--- config.mk ---
export PLATFORM = sky130hd
export DESIGN_NAME = adc_input_route_and_block_select
export DESIGN_NICKNAME = d
export VERILOG_FILES = /design/src/adc_input_route_and_block_select.v
export VERILOG_INCLUDE_DIRS = /design/src
export SDC_FILE = /design/constraint.sdc
export NUM_CORES = 1
export LEC_CHECK = 0
export ABC_AREA = 1
export BUFFER_PORTS_ARGS = -buffer_cell sky130_fd_sc_hd__buf_2
export CAP_MARGIN = 20
export CORE_UTILIZATION = 51
export DETAILED_ROUTE_END_ITERATION = 12
export GPL_TIMING_DRIVEN = 1
export PLACE_DENSITY = 0.84
export SYNTH_ARGS = -nofsm -noshare
export SYNTH_HDL_FRONTEND = slang
export SYNTH_SLANG_ARGS = --single-unit
--- constraint.sdc ---
create_clock -name pclk -period 4.1 [get_ports pclk]
set_input_delay 1.025 -clock pclk [delete_from_list [all_inputs] [get_ports pclk]]
set_output_delay 1.025 -clock pclk [all_outputs]
set_load 0.02 [all_outputs]
--- src/adc_route_map.vh ---
// Register offsets, field positions and reset values for the ADC route block
`ifndef ADC_ROUTE_MAP_VH
`define ADC_ROUTE_MAP_VH
// Word indices; byte address is four times the index, page 1 adds 0x400
`define MIC_BIAS_CONTROL_IDX      8'h33
`define CM_HOLD_FIRST_IDX         8'h34
`define CM_HOLD_LAST_IDX          8'h39
`define BLOCK_SELECT_IDX          8'h3D
`define ROUTE_LEFT_IDX            8'h40
`define ROUTE_RIGHT_IDX           8'h41
`define BLOCK_INFO_IDX            8'h42
`define ROUTE_STATUS_IDX          8'h43
`define OSR_IDX                   8'h44
// Reset values
`define MIC_BIAS_RESET            2'h3
`define CM_HOLD_RESET             2'h0
`define BLOCK_SELECT_RESET        5'h01
`define ROUTE_RESET               5'h00
`define OSR_RESET                 8'h80
// Mic bias field codes
`define MIC_BIAS_2V0              2'h0
`define MIC_BIAS_2V5              2'h1
`define MIC_BIAS_SUPPLY           2'h2
`define MIC_BIAS_OFF              2'h3
// Route register fields
`define ROUTE_SE_P_BIT            0
`define ROUTE_SE_M_BIT            1
`define ROUTE_DIFF_OWN_BIT        2
`define ROUTE_DIFF_CROSS_BIT      3
// Block info fields
`define FILTER_A                  2'h0
`define FILTER_B                  2'h1
`define FILTER_C                  2'h2
`define STAGE_NONE                2'h0
`define STAGE_BIQUAD              2'h1
`define STAGE_FIR                 2'h2
`endif

--- src/adc_input_route_and_block_select.v ---
// APB register file for ADC input routing, bias and processing block choice
// What this block does
// - Same input allowed on both channel amplifiers
// - Unselected inputs float after reset
// - Per-input common-mode hold controls, software clears
// - Mic bias: 2 V, 2.5 V, supply, off
// - Three decimation filter types selectable
// - Block select register picks filter and resources
// - Reset selects block one, stereo, filter A
// - Every block has programmable first-order IIR
// - Blocks 1-6: filter A, OSR 128/64
// - Blocks 7-12: filter B, OSR 64
`timescale 1ns/1ps
`include "adc_route_map.vh"
// Register map, byte addresses
//   Page 1 sits at 0x400 plus four times the location index:
//     0x4CC  microphone bias mode, bits 1:0
//     0x4D0  common-mode hold, input 0, bit 0 enables
//     0x4D4  common-mode hold, input 1
//     0x4D8  common-mode hold, input 2
//     0x4DC  common-mode hold, input 3
//     0x4E0  common-mode hold, input 4
//     0x4E4  common-mode hold, input 5
//   Page 0 sits at four times the location index:
//     0x0F4  processing block number, bits 4:0, reset 1
//     0x100  left amplifier switches
//     0x104  right amplifier switches
//     0x108  decoded block info, read only
//     0x10C  route status, read only
//     0x110  oversampling ratio mirror, reset 0x80
//   Page sits on address bit 10 so that page 0 words above
//   index 0x3F keep clear of it; bits 9 and 11 must be zero.
//
// Switch word layout, both amplifiers
//   bit 0  single-ended positive input
//   bit 1  single-ended negative input
//   bit 2  own differential pair
//   bit 3  cross differential pair
//   bit 4  spare, stored and read back only
//
// Bus timing
//   Setup cycle is registered; pready rises for the access
//   cycle that follows, so every transfer takes two cycles.
//   Writes land at the end of the access cycle and the
//   outputs follow one clock later.
//   Unmapped or misaligned words answer with pslverr, write
//   nothing and read zero.
//   Writes to the two read-only words are dropped quietly.
//
// Hazards
//   A route that mixes differential and single-ended use of one
//   pair is held off the switches until software clears it,
//   because the amplifier input would otherwise be loaded twice.
//   The common-mode hold of an input routed single-ended is forced off, whatever
//   its register says, since the weak hold would bleed into the
//   recorded signal.
//   Both amplifiers may take the same input at once; only the
//   mixed-mode case above is refused.
//   Status flags are levels, recomputed each clock, never sticky,
//   so there is no set-versus-clear race to resolve.
//
// Limitations
//   The oversampling ratio is only mirrored here to flag a
//   mismatch; the clock tree owning the real ratio sits elsewhere.
//   An illegal block number falls back to block one resources
//   so the filter path is never left undefined.
module adc_input_route_and_block_select #(
  parameter NUM_INPUTS = 6
) (
  input  wire        pclk,
  input  wire        presetn,
  input  wire        psel,
  input  wire        penable,
  input  wire        pwrite,
  input  wire [11:0] paddr,
  input  wire [31:0] pwdata,
  output reg  [31:0] prdata,
  output reg         pready,
  output reg         pslverr,
  output reg  [1:0]  microphone_bias_output,
  output reg  [5:0]  common_mode_hold_en,
  output reg  [3:0]  left_switch_en,
  output reg  [3:0]  right_switch_en,
  output reg  [1:0]  filter_type,
  output reg  [1:0]  extra_stage,
  output reg         stereo_mode,
  output reg         route_conflict,
  output reg         osr_mismatch
);

  // Register storage
  reg [1:0]  mic_bias_reg;                // Bias mode code
  reg [1:0]  cm_hold_reg [0:5];           // Per-input hold enable, bit0 used
  reg [4:0]  block_sel_reg;               // Processing block number 1..18
  reg [4:0]  route_left_reg;              // Left amplifier switch set
  reg [4:0]  route_right_reg;             // Right amplifier switch set
  reg [7:0]  osr_reg;                     // Oversampling ratio mirror
  reg [7:0]  word_addr;                   // Decoded word index
  reg        addr_ok;                     // Aligned, bits 9 and 11 clear
  reg        page_one;                    // Page select from address bit 10
  reg [31:0] rd_value;                    // Read mux result
  reg [1:0]  dec_filter;                  // Decoded filter type
  reg [1:0]  dec_stage;                   // Decoded extra stage
  reg        dec_stereo;                  // Decoded channel use
  reg        dec_valid;                   // Block number legal
  reg        dec_osr_ok;                  // Ratio fits block
  reg        conflict_now;                // Pair mode mismatch
  reg [4:0]  rel;                         // Index inside group of six
  integer    i;                           // Read mux loop index
  integer    j;                           // Write loop index
  integer    k;                           // Output loop index

  // Address decode; page on bit 10, bits 9 and 11 must be clear
  always @* begin
    // Word index within the page
    word_addr = {1'b0, paddr[8:2]};
    // Page select
    page_one  = paddr[10];
    // Aligned and inside the decoded window
    addr_ok   = (paddr[1:0] == 2'h0) && !paddr[9] && !paddr[11];
  end

  // Decode processing block into resources
  always @* begin
    dec_valid  = (block_sel_reg >= 5'd1) && (block_sel_reg <= 5'd18);
    dec_filter = `FILTER_A;
    dec_stage  = `STAGE_NONE;
    dec_stereo = 1'b1;
    dec_osr_ok = 1'b0;
    rel        = 5'd0;
    if (block_sel_reg <= 5'd6) begin
      rel        = block_sel_reg - 5'd1;
      dec_filter = `FILTER_A;
      dec_osr_ok = (osr_reg == 8'h80) || (osr_reg == 8'h40);
    end else if (block_sel_reg <= 5'd12) begin
      rel        = block_sel_reg - 5'd7;
      dec_filter = `FILTER_B;
      dec_osr_ok = (osr_reg == 8'h40);
    end else begin
      rel        = block_sel_reg - 5'd13;
      dec_filter = `FILTER_C;
      dec_osr_ok = (osr_reg == 8'h20);
    end
    // Pairs share resources; first half stereo
    case (rel)
      5'd0, 5'd3: dec_stage = `STAGE_NONE;
      5'd1, 5'd4: dec_stage = `STAGE_BIQUAD;
      5'd2, 5'd5: dec_stage = `STAGE_FIR;
      default:    dec_stage = `STAGE_NONE;
    endcase
    dec_stereo = (rel < 5'd3);
    // Filter C group: only blocks 14 and 15 are stereo
    if (block_sel_reg >= 5'd13) begin
      dec_stereo = (block_sel_reg == 5'd14) || (block_sel_reg == 5'd15);
    end
  end

  // Flag a pair used differential and single-ended at once
  always @* begin
    conflict_now =
      ((route_left_reg[`ROUTE_DIFF_OWN_BIT] || route_right_reg[`ROUTE_DIFF_CROSS_BIT]) &&
       (route_left_reg[`ROUTE_SE_P_BIT] || route_left_reg[`ROUTE_SE_M_BIT])) ||
      ((route_right_reg[`ROUTE_DIFF_OWN_BIT] || route_left_reg[`ROUTE_DIFF_CROSS_BIT]) &&
       (route_right_reg[`ROUTE_SE_P_BIT] || route_right_reg[`ROUTE_SE_M_BIT]));
  end

  // Read mux; unmapped words read zero, the error comes from the handshake
  always @* begin
    // Default zero keeps unused upper bits clean
    rd_value = 32'h0000_0000;
    if (page_one) begin
      // Bias mode word
      if (word_addr == `MIC_BIAS_CONTROL_IDX) begin
        rd_value[1:0] = mic_bias_reg;
      end
      // Six hold words in a row
      for (i = 0; i < 6; i = i + 1) begin
        if (word_addr == (`CM_HOLD_FIRST_IDX + i[7:0])) begin
          rd_value[1:0] = cm_hold_reg[i];
        end
      end
    end else begin
      // Page 0 words
      case (word_addr)
        `BLOCK_SELECT_IDX: rd_value[4:0] = block_sel_reg;
        `ROUTE_LEFT_IDX:   rd_value[4:0] = route_left_reg;
        `ROUTE_RIGHT_IDX:  rd_value[4:0] = route_right_reg;
        `BLOCK_INFO_IDX:   rd_value[6:0] = {dec_valid, dec_stereo, dec_stage, 1'b0, dec_filter};
        `ROUTE_STATUS_IDX: rd_value[1:0] = {dec_valid && !dec_osr_ok, conflict_now};
        `OSR_IDX:          rd_value[7:0] = osr_reg;
        default:           rd_value = 32'h0000_0000;
      endcase
    end
  end

  // Mapped check for the error answer
  wire in_page1 = page_one && (word_addr == `MIC_BIAS_CONTROL_IDX ||
                  (word_addr >= `CM_HOLD_FIRST_IDX && word_addr <= `CM_HOLD_LAST_IDX));
  wire in_page0 = !page_one && (word_addr == `BLOCK_SELECT_IDX ||
                  (word_addr >= `ROUTE_LEFT_IDX && word_addr <= `OSR_IDX));
  wire mapped   = addr_ok && (in_page1 || in_page0);
  wire ro_word  = !page_one && (word_addr == `BLOCK_INFO_IDX || word_addr == `ROUTE_STATUS_IDX);
  wire setup    = psel && !penable;
  wire access   = psel && penable && pready;
  wire do_write = access && pwrite && mapped && !ro_word;

  // APB handshake: no wait state, answer in first access cycle
  always @(posedge pclk or negedge presetn) begin
    if (!presetn) begin
      pready  <= 1'b0;
      prdata  <= 32'h0000_0000;
      pslverr <= 1'b0;
    end else begin
      pready  <= setup;
      pslverr <= setup && !mapped;
      if (setup && !pwrite) begin
        prdata <= mapped ? rd_value : 32'h0000_0000;
      end
    end
  end

  // Register writes
  always @(posedge pclk or negedge presetn) begin
    if (!presetn) begin
      mic_bias_reg    <= `MIC_BIAS_RESET;
      block_sel_reg   <= `BLOCK_SELECT_RESET;
      // No input selected, no hold: high impedance
      route_left_reg  <= `ROUTE_RESET;
      route_right_reg <= `ROUTE_RESET;
      osr_reg         <= `OSR_RESET;
      for (i = 0; i < 6; i = i + 1) begin
        cm_hold_reg[i] <= `CM_HOLD_RESET;
      end
    end else if (do_write) begin
      if (page_one) begin
        if (word_addr == `MIC_BIAS_CONTROL_IDX) begin
          mic_bias_reg <= pwdata[1:0];
        end
        for (j = 0; j < 6; j = j + 1) begin
          if (word_addr == (`CM_HOLD_FIRST_IDX + j[7:0])) begin
            cm_hold_reg[j] <= pwdata[1:0];
          end
        end
      end else begin
        case (word_addr)
          `BLOCK_SELECT_IDX: block_sel_reg   <= pwdata[4:0];
          // Both channels may take the same input
          `ROUTE_LEFT_IDX:   route_left_reg  <= pwdata[4:0];
          `ROUTE_RIGHT_IDX:  route_right_reg <= pwdata[4:0];
          `OSR_IDX:          osr_reg         <= pwdata[7:0];
          default:           osr_reg         <= osr_reg;
        endcase
      end
    end
  end

  // Registered outputs toward the analog and filter logic
  always @(posedge pclk or negedge presetn) begin
    if (!presetn) begin
      microphone_bias_output <= `MIC_BIAS_OFF;
      common_mode_hold_en    <= 6'h00;
      left_switch_en         <= 4'h0;
      right_switch_en        <= 4'h0;
      filter_type            <= `FILTER_A;
      extra_stage            <= `STAGE_NONE;
      stereo_mode            <= 1'b1;
      route_conflict         <= 1'b0;
      osr_mismatch           <= 1'b0;
    end else begin
      microphone_bias_output <= mic_bias_reg;
      // Hold forced off on inputs routed single-ended, protects the recording
      for (k = 0; k < 6; k = k + 1) begin
        common_mode_hold_en[k] <= cm_hold_reg[k][0] &&
          !((k % 3 == 0) ? (route_left_reg[0] | route_right_reg[0]) :
            (route_left_reg[1] | route_right_reg[1]));
      end
      // Conflicting routing is not applied to the switches
      left_switch_en  <= conflict_now ? 4'h0 : route_left_reg[3:0];
      right_switch_en <= conflict_now ? 4'h0 : route_right_reg[3:0];
      // Filter type follows the block; illegal keeps block one
      // IIR always present, only extra stage varies
      filter_type    <= dec_valid ? dec_filter : `FILTER_A;
      extra_stage    <= dec_valid ? dec_stage : `STAGE_NONE;
      stereo_mode    <= dec_valid ? dec_stereo : 1'b1;
      route_conflict <= conflict_now;
      osr_mismatch   <= dec_valid && !dec_osr_ok;
    end
  end

endmodule

* Word-level counts from Yosys, hierarchy flattened
Index checks and enable logic that the tools add are counted.
** Cells by class
- Add/sub/neg operators :: 3
- Magnitude comparators :: 10
- Equal/unequal tests :: 22
- Mux-type cells :: 27
- Bitwise operators :: 3
- Reduce and logical (&&, ||, !) cells :: 61
** Operators with widths (count)
- $eq A7 B6 Y1 const B :: 8
- $eq A7 B7 Y1 const B :: 5
- $reduce_and A3 Y1 :: 11
- $mux W32 :: 1
- $logic_and A1 B1 Y1 :: 26
- $mux W2 :: 12
- $pmux W3 S5 :: 1
- $pmux W2 S6 :: 1
- $logic_or A1 B1 Y1 :: 11
- $eq A5 B3 Y1 const B :: 2
- $eq A5 B4 Y1 const B :: 2
- $logic_not A1 Y1 :: 10
- $mux W5 :: 2
- $eq A8 B6 Y1 const B :: 1
- $eq A8 B7 Y1 const B :: 1
- $eq A8 B8 Y1 const B :: 1
- $mux W4 :: 2
- $pmux W2 S2 :: 2
- $ge A7 B6 Y1 const B :: 1
- $ge A7 B7 Y1 const B :: 1
- $le A7 B6 Y1 const B :: 1
- $le A7 B7 Y1 const B :: 1
- $mux W6 :: 1
- $eq A5 B1 Y1 const B :: 1
- other kinds (15) :: 21
** Storage, ports and cells
- Register bits after elaboration :: 94
- Input bits :: 49
- Output and inout bits :: 57
- Word-level logic and storage cells :: 149

* Logic depth before layout (Yosys ltp)
- Depth after elaboration :: 10
- Depth in mapped cells :: 16
- Mapped depth without buffers :: 16

* Worst setup path before layout
Ideal clock, no wire load.
- Kind :: input to register
- Start :: in paddr[7]
- End :: reg osr_reg[0]
- Setup time :: 0.118 ns
- Arrival :: 2.253 ns
- Data required time :: 3.982 ns
- Setup slack :: 1.729 ns
- Stages :: 11
- Buffers on the path :: 0
- Cells stage by stage :: nand2_1 > nor2_2 > inv_1 > nor2_1 > nor2_1 > nand2_1 > nand3_1 > nor2_1 > nand3_1 > nand2_1 > nand2_1
** On the way
- Word-level cells in the longest chain between the ends :: 9
** RTL lines
- start: declaration :: RTL line adc_input_route_and_block_select.v:75 : input wire [11:0] paddr,
- $ge A7 B6 Y1 (no line) (tied with other cells)
- $logic_and A1 B1 Y1 (no line)
- $logic_or A1 B1 Y1 (on tied branches) :: RTL line adc_input_route_and_block_select.v:197, adc_input_route_and_block_select.v:199
- $logic_and A1 B1 Y1 (on tied branches) :: RTL line adc_input_route_and_block_select.v:197, adc_input_route_and_block_select.v:199
- $logic_or A1 B1 Y1 :: RTL line adc_input_route_and_block_select.v:201 : wire mapped = addr_ok && (in_page1 || in_page0);
- $logic_and A1 B1 Y1 :: RTL line adc_input_route_and_block_select.v:201
- $logic_and A1 B1 Y1 (2 in a row) :: RTL line adc_input_route_and_block_select.v:205 : wire do_write = access && pwrite && mapped && !ro_word;
- $reduce_and A3 Y1 (no line) *
- end signal: assignment :: RTL line adc_input_route_and_block_select.v:230 : osr_reg <= `OSR_RESET;
- end signal: assignment :: RTL line adc_input_route_and_block_select.v:250 : `OSR_IDX: osr_reg <= pwdata[7:0];
- end signal: assignment :: RTL line adc_input_route_and_block_select.v:251 : default: osr_reg <= osr_reg;
- end: declaration :: RTL line adc_input_route_and_block_select.v:97 : reg [7:0] osr_reg;
Mark *: on every way between the ends. The rest lies on a longest branch, timed or not.
A chain may end at the register's enable or synchronous reset.

* Final worst setup path
- Start :: in paddr[2]
- End :: reg route_right_reg[2]
** On the way
- Word-level cells in the longest chain between the ends :: 9
** RTL lines
- $ge A7 B6 Y1 (no line) (tied with other cells)
- $logic_and A1 B1 Y1 (no line)
- $logic_or A1 B1 Y1 (on tied branches) :: RTL line adc_input_route_and_block_select.v:197, adc_input_route_and_block_select.v:199
- $logic_and A1 B1 Y1 (on tied branches) :: RTL line adc_input_route_and_block_select.v:197, adc_input_route_and_block_select.v:199
- $logic_or A1 B1 Y1 :: RTL line adc_input_route_and_block_select.v:201
- $logic_and A1 B1 Y1 :: RTL line adc_input_route_and_block_select.v:201
- $logic_and A1 B1 Y1 (2 in a row) :: RTL line adc_input_route_and_block_select.v:205
- $reduce_and A3 Y1 (no line) *
- end signal: assignment :: RTL line adc_input_route_and_block_select.v:229 : route_right_reg <= `ROUTE_RESET;
- end signal: assignment :: RTL line adc_input_route_and_block_select.v:249 : `ROUTE_RIGHT_IDX: route_right_reg <= pwdata[4:0];
- end: declaration :: RTL line adc_input_route_and_block_select.v:96 : reg [4:0] route_right_reg;
Marked as above.

==> results.cfg <==
[outcome]
outcome = finished clean

[hold_path]
hold_path_class = flop to flop

[grt]
grt_first_pass_wirelength_mm = 16.69
met2_usage_pct = 41.09
met1_usage_pct = 33.31
grt_max_degree = 33
busiest_layer = met2
antenna_found_initial = 0
grt_pass1_vias = 3615
grt_usage_pct = 25.68
overflow = 0
grt_use_met3_pct = 5.161

[final_layout]
largest_register_ffs = 12
fill_cells = 678
layout.cells.non_filler = 689
multi_input_area_um2 = 1787
drive_above_1_share_pct = 17.80
seqCellArea_um2 = 1760
synthToLayoutAreaGrowth_pct = 13.06
diodes = 0
nets = 638

[placement]
gp_congestion = 0.9605
io_buffers = 57
placed_cells = 673
place_ws_ps = 1021
dp_hpwl_mm = 7.031

[sta]
clock_skew_ps = 7.953
tightest_slew_ps = 526.1
max_freq_mhz = 364.4
setup_ws_ps = 1355
fin_crit_ps = 2745
fin_setup_tns_ps = 0
finalHoldViolations = 0
rsz0062_at_grt = false
slew_headroom_pct = 64.93
period_share_pct = 66.94
slew_viol_final = 0
finalSetupViolCount = 0

[logic_synthesis]
synthesis.area_um2 = 3928
ys_warn_count = 0
ys_seq_area_share_pct = 44.82
synth.distinct_cells = 40
synth.avg_cell_area_um2 = 7.510
ys_ff_latch = 70
syn_inst = 523

[worst_setup_path]
required_ps = 4350
critPathMaxFanout = 27
critPathLaunchType = input pin
reg2reg_depth = 15
cp-endpoint = route_right_reg[2]$_DFFE_PN0P_
arrival_ps = 3000
cp-end-kind = flop
reg2reg_to = prdata[4]$_DFFE_PN0P_
startpoint = paddr[2]
r2r_slack_ps = 1840
reg2reg_from = block_sel_reg[0]$_DFFE_PN1P_
crit_type = input pin to flop

[clocking]
htree_levels = 3
cts.hold.buffers_added = 0
cts_tree = done
clkLatencyLatePin_ps = 360
cts_sinks = 70
clk_pin_slew_ps = 80
clockBufferDepth = 2
root_buffer = clkbuf_8
cts_setup_buffers = 0
cts_resized = 0
numCtsBuffers = 9

[pwr]
clkPwrFrac_pct = 44.4
seqPwrFrac_pct = 49.0
swShare_pct = 25.10
combPwrFrac_pct = 6.6
switching_power_uw = 354.6
leakagePower_nw = 2.378
p_int_mw = 1.058
peakVddDrop_mv = 0.1871
power_mw = 1.413
power_density_nw_per_um2 = 318.1

[route]
drt_iter0_drc = 377
drtAntennaViolNets = 0
drtPass1Iterations = 7
routed_wirelength_mm = 9.593
drcViolationCount = 0
wire_per_inst_um = 13.92
drt-vias-per-instance = 5.434
via_count = 3744

[floorplan]
die_y_um = 89.76
rows = 31
core_area_um2 = 7331
chipWidth_um = 89.76
start_util_pct = 53.58
die_area_um2 = 8056
num_io_pins = 106

[flow_run]
maxCapViolations = 0
## synth_stat cells
| master | instances | area share (%) |
|---|---|---|
| a211oi_1 | 1 | 0.19 |
| a21boi_0 | 1 | 0.19 |
| a21oi_1 | 9 | 1.1 |
| a22oi_1 | 2 | 0.38 |
| a32oi_1 | 1 | 0.22 |
| and2_1 | 1 | 0.16 |
| and3_1 | 1 | 0.16 |
| buf_1 | 1 | 0.095 |
| buf_2 | 1 | 0.13 |
| buf_4 | 24 | 4.6 |
| buf_6 | 2 | 0.57 |
| clkbuf_1 | 4 | 0.38 |
| clkinv_1 | 1 | 0.095 |
| conb_1 | 1 | 0.095 |
| dfrtp_1 | 63 | 40 |
| dfstp_2 | 7 | 4.7 |
| ha_1 | 4 | 1.3 |
| inv_1 | 55 | 5.3 |
| inv_2 | 8 | 0.76 |
| nand2_1 | 165 | 16 |
| nand2_2 | 1 | 0.16 |
| nand3_1 | 35 | 4.5 |
| nand3_2 | 2 | 0.51 |
| nand3_4 | 1 | 0.45 |
| nand3b_1 | 2 | 0.38 |
| nand4_1 | 30 | 4.8 |
| nor2_1 | 48 | 4.6 |
| nor2_2 | 7 | 1.1 |
| nor2_4 | 2 | 0.57 |
| nor2_8 | 1 | 0.51 |
| nor3_1 | 6 | 0.76 |
| nor3_2 | 1 | 0.25 |
| nor3b_1 | 2 | 0.38 |
| o2111ai_1 | 2 | 0.45 |
| o211ai_1 | 2 | 0.38 |
| o21ai_0 | 17 | 2.2 |
| o21ai_1 | 7 | 0.89 |
| o21bai_1 | 1 | 0.19 |
| o22ai_1 | 3 | 0.48 |
| xnor2_1 | 1 | 0.22 |
## through the flow
step / area (um^2) / util, % / hold slack [ps]
floorplan: 4014 / - / 360.6
global placement: 4219 / 57.55 / 369.7
detailed placement: 4219 / 57.55 / 374.1
CTS: 4441 / 60.57 / 383.0
global route: 4441 / 60.57 / 387.9
finish: 4441 / 60.57 / 380.9
## logic make-up (layout without fill, tap and decap cells)
family | Yosys count | count (layout) | synth area share (%)
simple gates | 305 | 305 | 35.01
buf+inv | 96 | 140 | 11.88
flops | 70 | 70 | 44.82
compound gates | 46 | 46 | 6.690
fa+ha+maj | 4 | 4 | 1.274
other cells | 1 | 24 | 0.09548
xor+xnor | 1 | 1 | 0.2230
## routing by layer
| metal | part of all wire [%] | up-vias |
|---|---|---|
| li1 | - | 1764 |
| met3 | 7.0 | 41 |
| met2 | 49 | 191 |
| met5 | 0 | - |
| met4 | 3.3 | 0 |
| met1 | 41 | 1748 |
## cell usage in the layout (no fill, tap or decap), drive strengths merged, types with 2 or more instances in the layout
| cell | instances |
|---|---|
| nor3 | 7 |
| o211ai | 2 |
| a22oi | 2 |
| inv | 65 |
| nand2 | 166 |
| o2111ai | 2 |
| bufinv | 2 |
| dfrtp | 63 |
| o21ai | 24 |
| nand4 | 30 |
| ha | 4 |
| nor3b | 2 |
| dfstp | 7 |
| conb | 24 |
| o22ai | 3 |
| nand3b | 2 |
| buf | 60 |
| nand3 | 38 |
| nor2 | 58 |
| clkbuf | 10 |
| clkinv | 2 |
| a21oi | 9 |
## worst max-delay path: stages
cell     delay, ps
buf_2          140
nor2_1         190
nand2_1        140
nor2_4         300
inv_2          100
nand2_2        100
nor2_2          60
nor2_4         110
nand3_4        120
nor2_8         340
nand3_2        200
nand2_1        110
nand2_1         60
## final cells by class
cell class                      count  share of cell area [%]
Clock buffer                       10                   2.874
Clock inverter                      6                   2.113
Inverter                           64                   5.410
Multi-Input combinational cell    380                   40.24
Sequential cell                    70                   39.64
Tap cell                           99                   2.790
Timing Repair Buffer               60                   6.932
## power groups by stage
stage / registers (mW) / logic [mW] / clock network (mW)
3_3_place_gp: 0.705 / 0.0902 / 0
2_1_floorplan: 0.707 / 0.0657 / 0
6_report: 0.692 / 0.0930 / 0.628
4_1_cts: 0.692 / 0.0927 / 0.631
3_5_place_dp: 0.705 / 0.0926 / 0
5_1_grt: 0.692 / 0.104 / 0.661
## worst min path at each step
stage                                startpoint                                   to  slack, ps  cells past startpoint
floorplan           mic_bias_reg[0]$_DFFE_PN1P_  microphone_bias_output[0]$_DFF_PN1_        360                      0
global placement    mic_bias_reg[1]$_DFFE_PN1P_  microphone_bias_output[1]$_DFF_PN1_        370                      0
detailed placement  mic_bias_reg[1]$_DFFE_PN1P_  microphone_bias_output[1]$_DFF_PN1_        370                      0
CTS                 mic_bias_reg[1]$_DFFE_PN1P_  microphone_bias_output[1]$_DFF_PN1_        380                      0
global route        mic_bias_reg[1]$_DFFE_PN1P_  microphone_bias_output[1]$_DFF_PN1_        390                      0
finish              mic_bias_reg[1]$_DFFE_PN1P_  microphone_bias_output[1]$_DFF_PN1_        380                      0
Note: power is estimated with default switching activity, not from simulation.
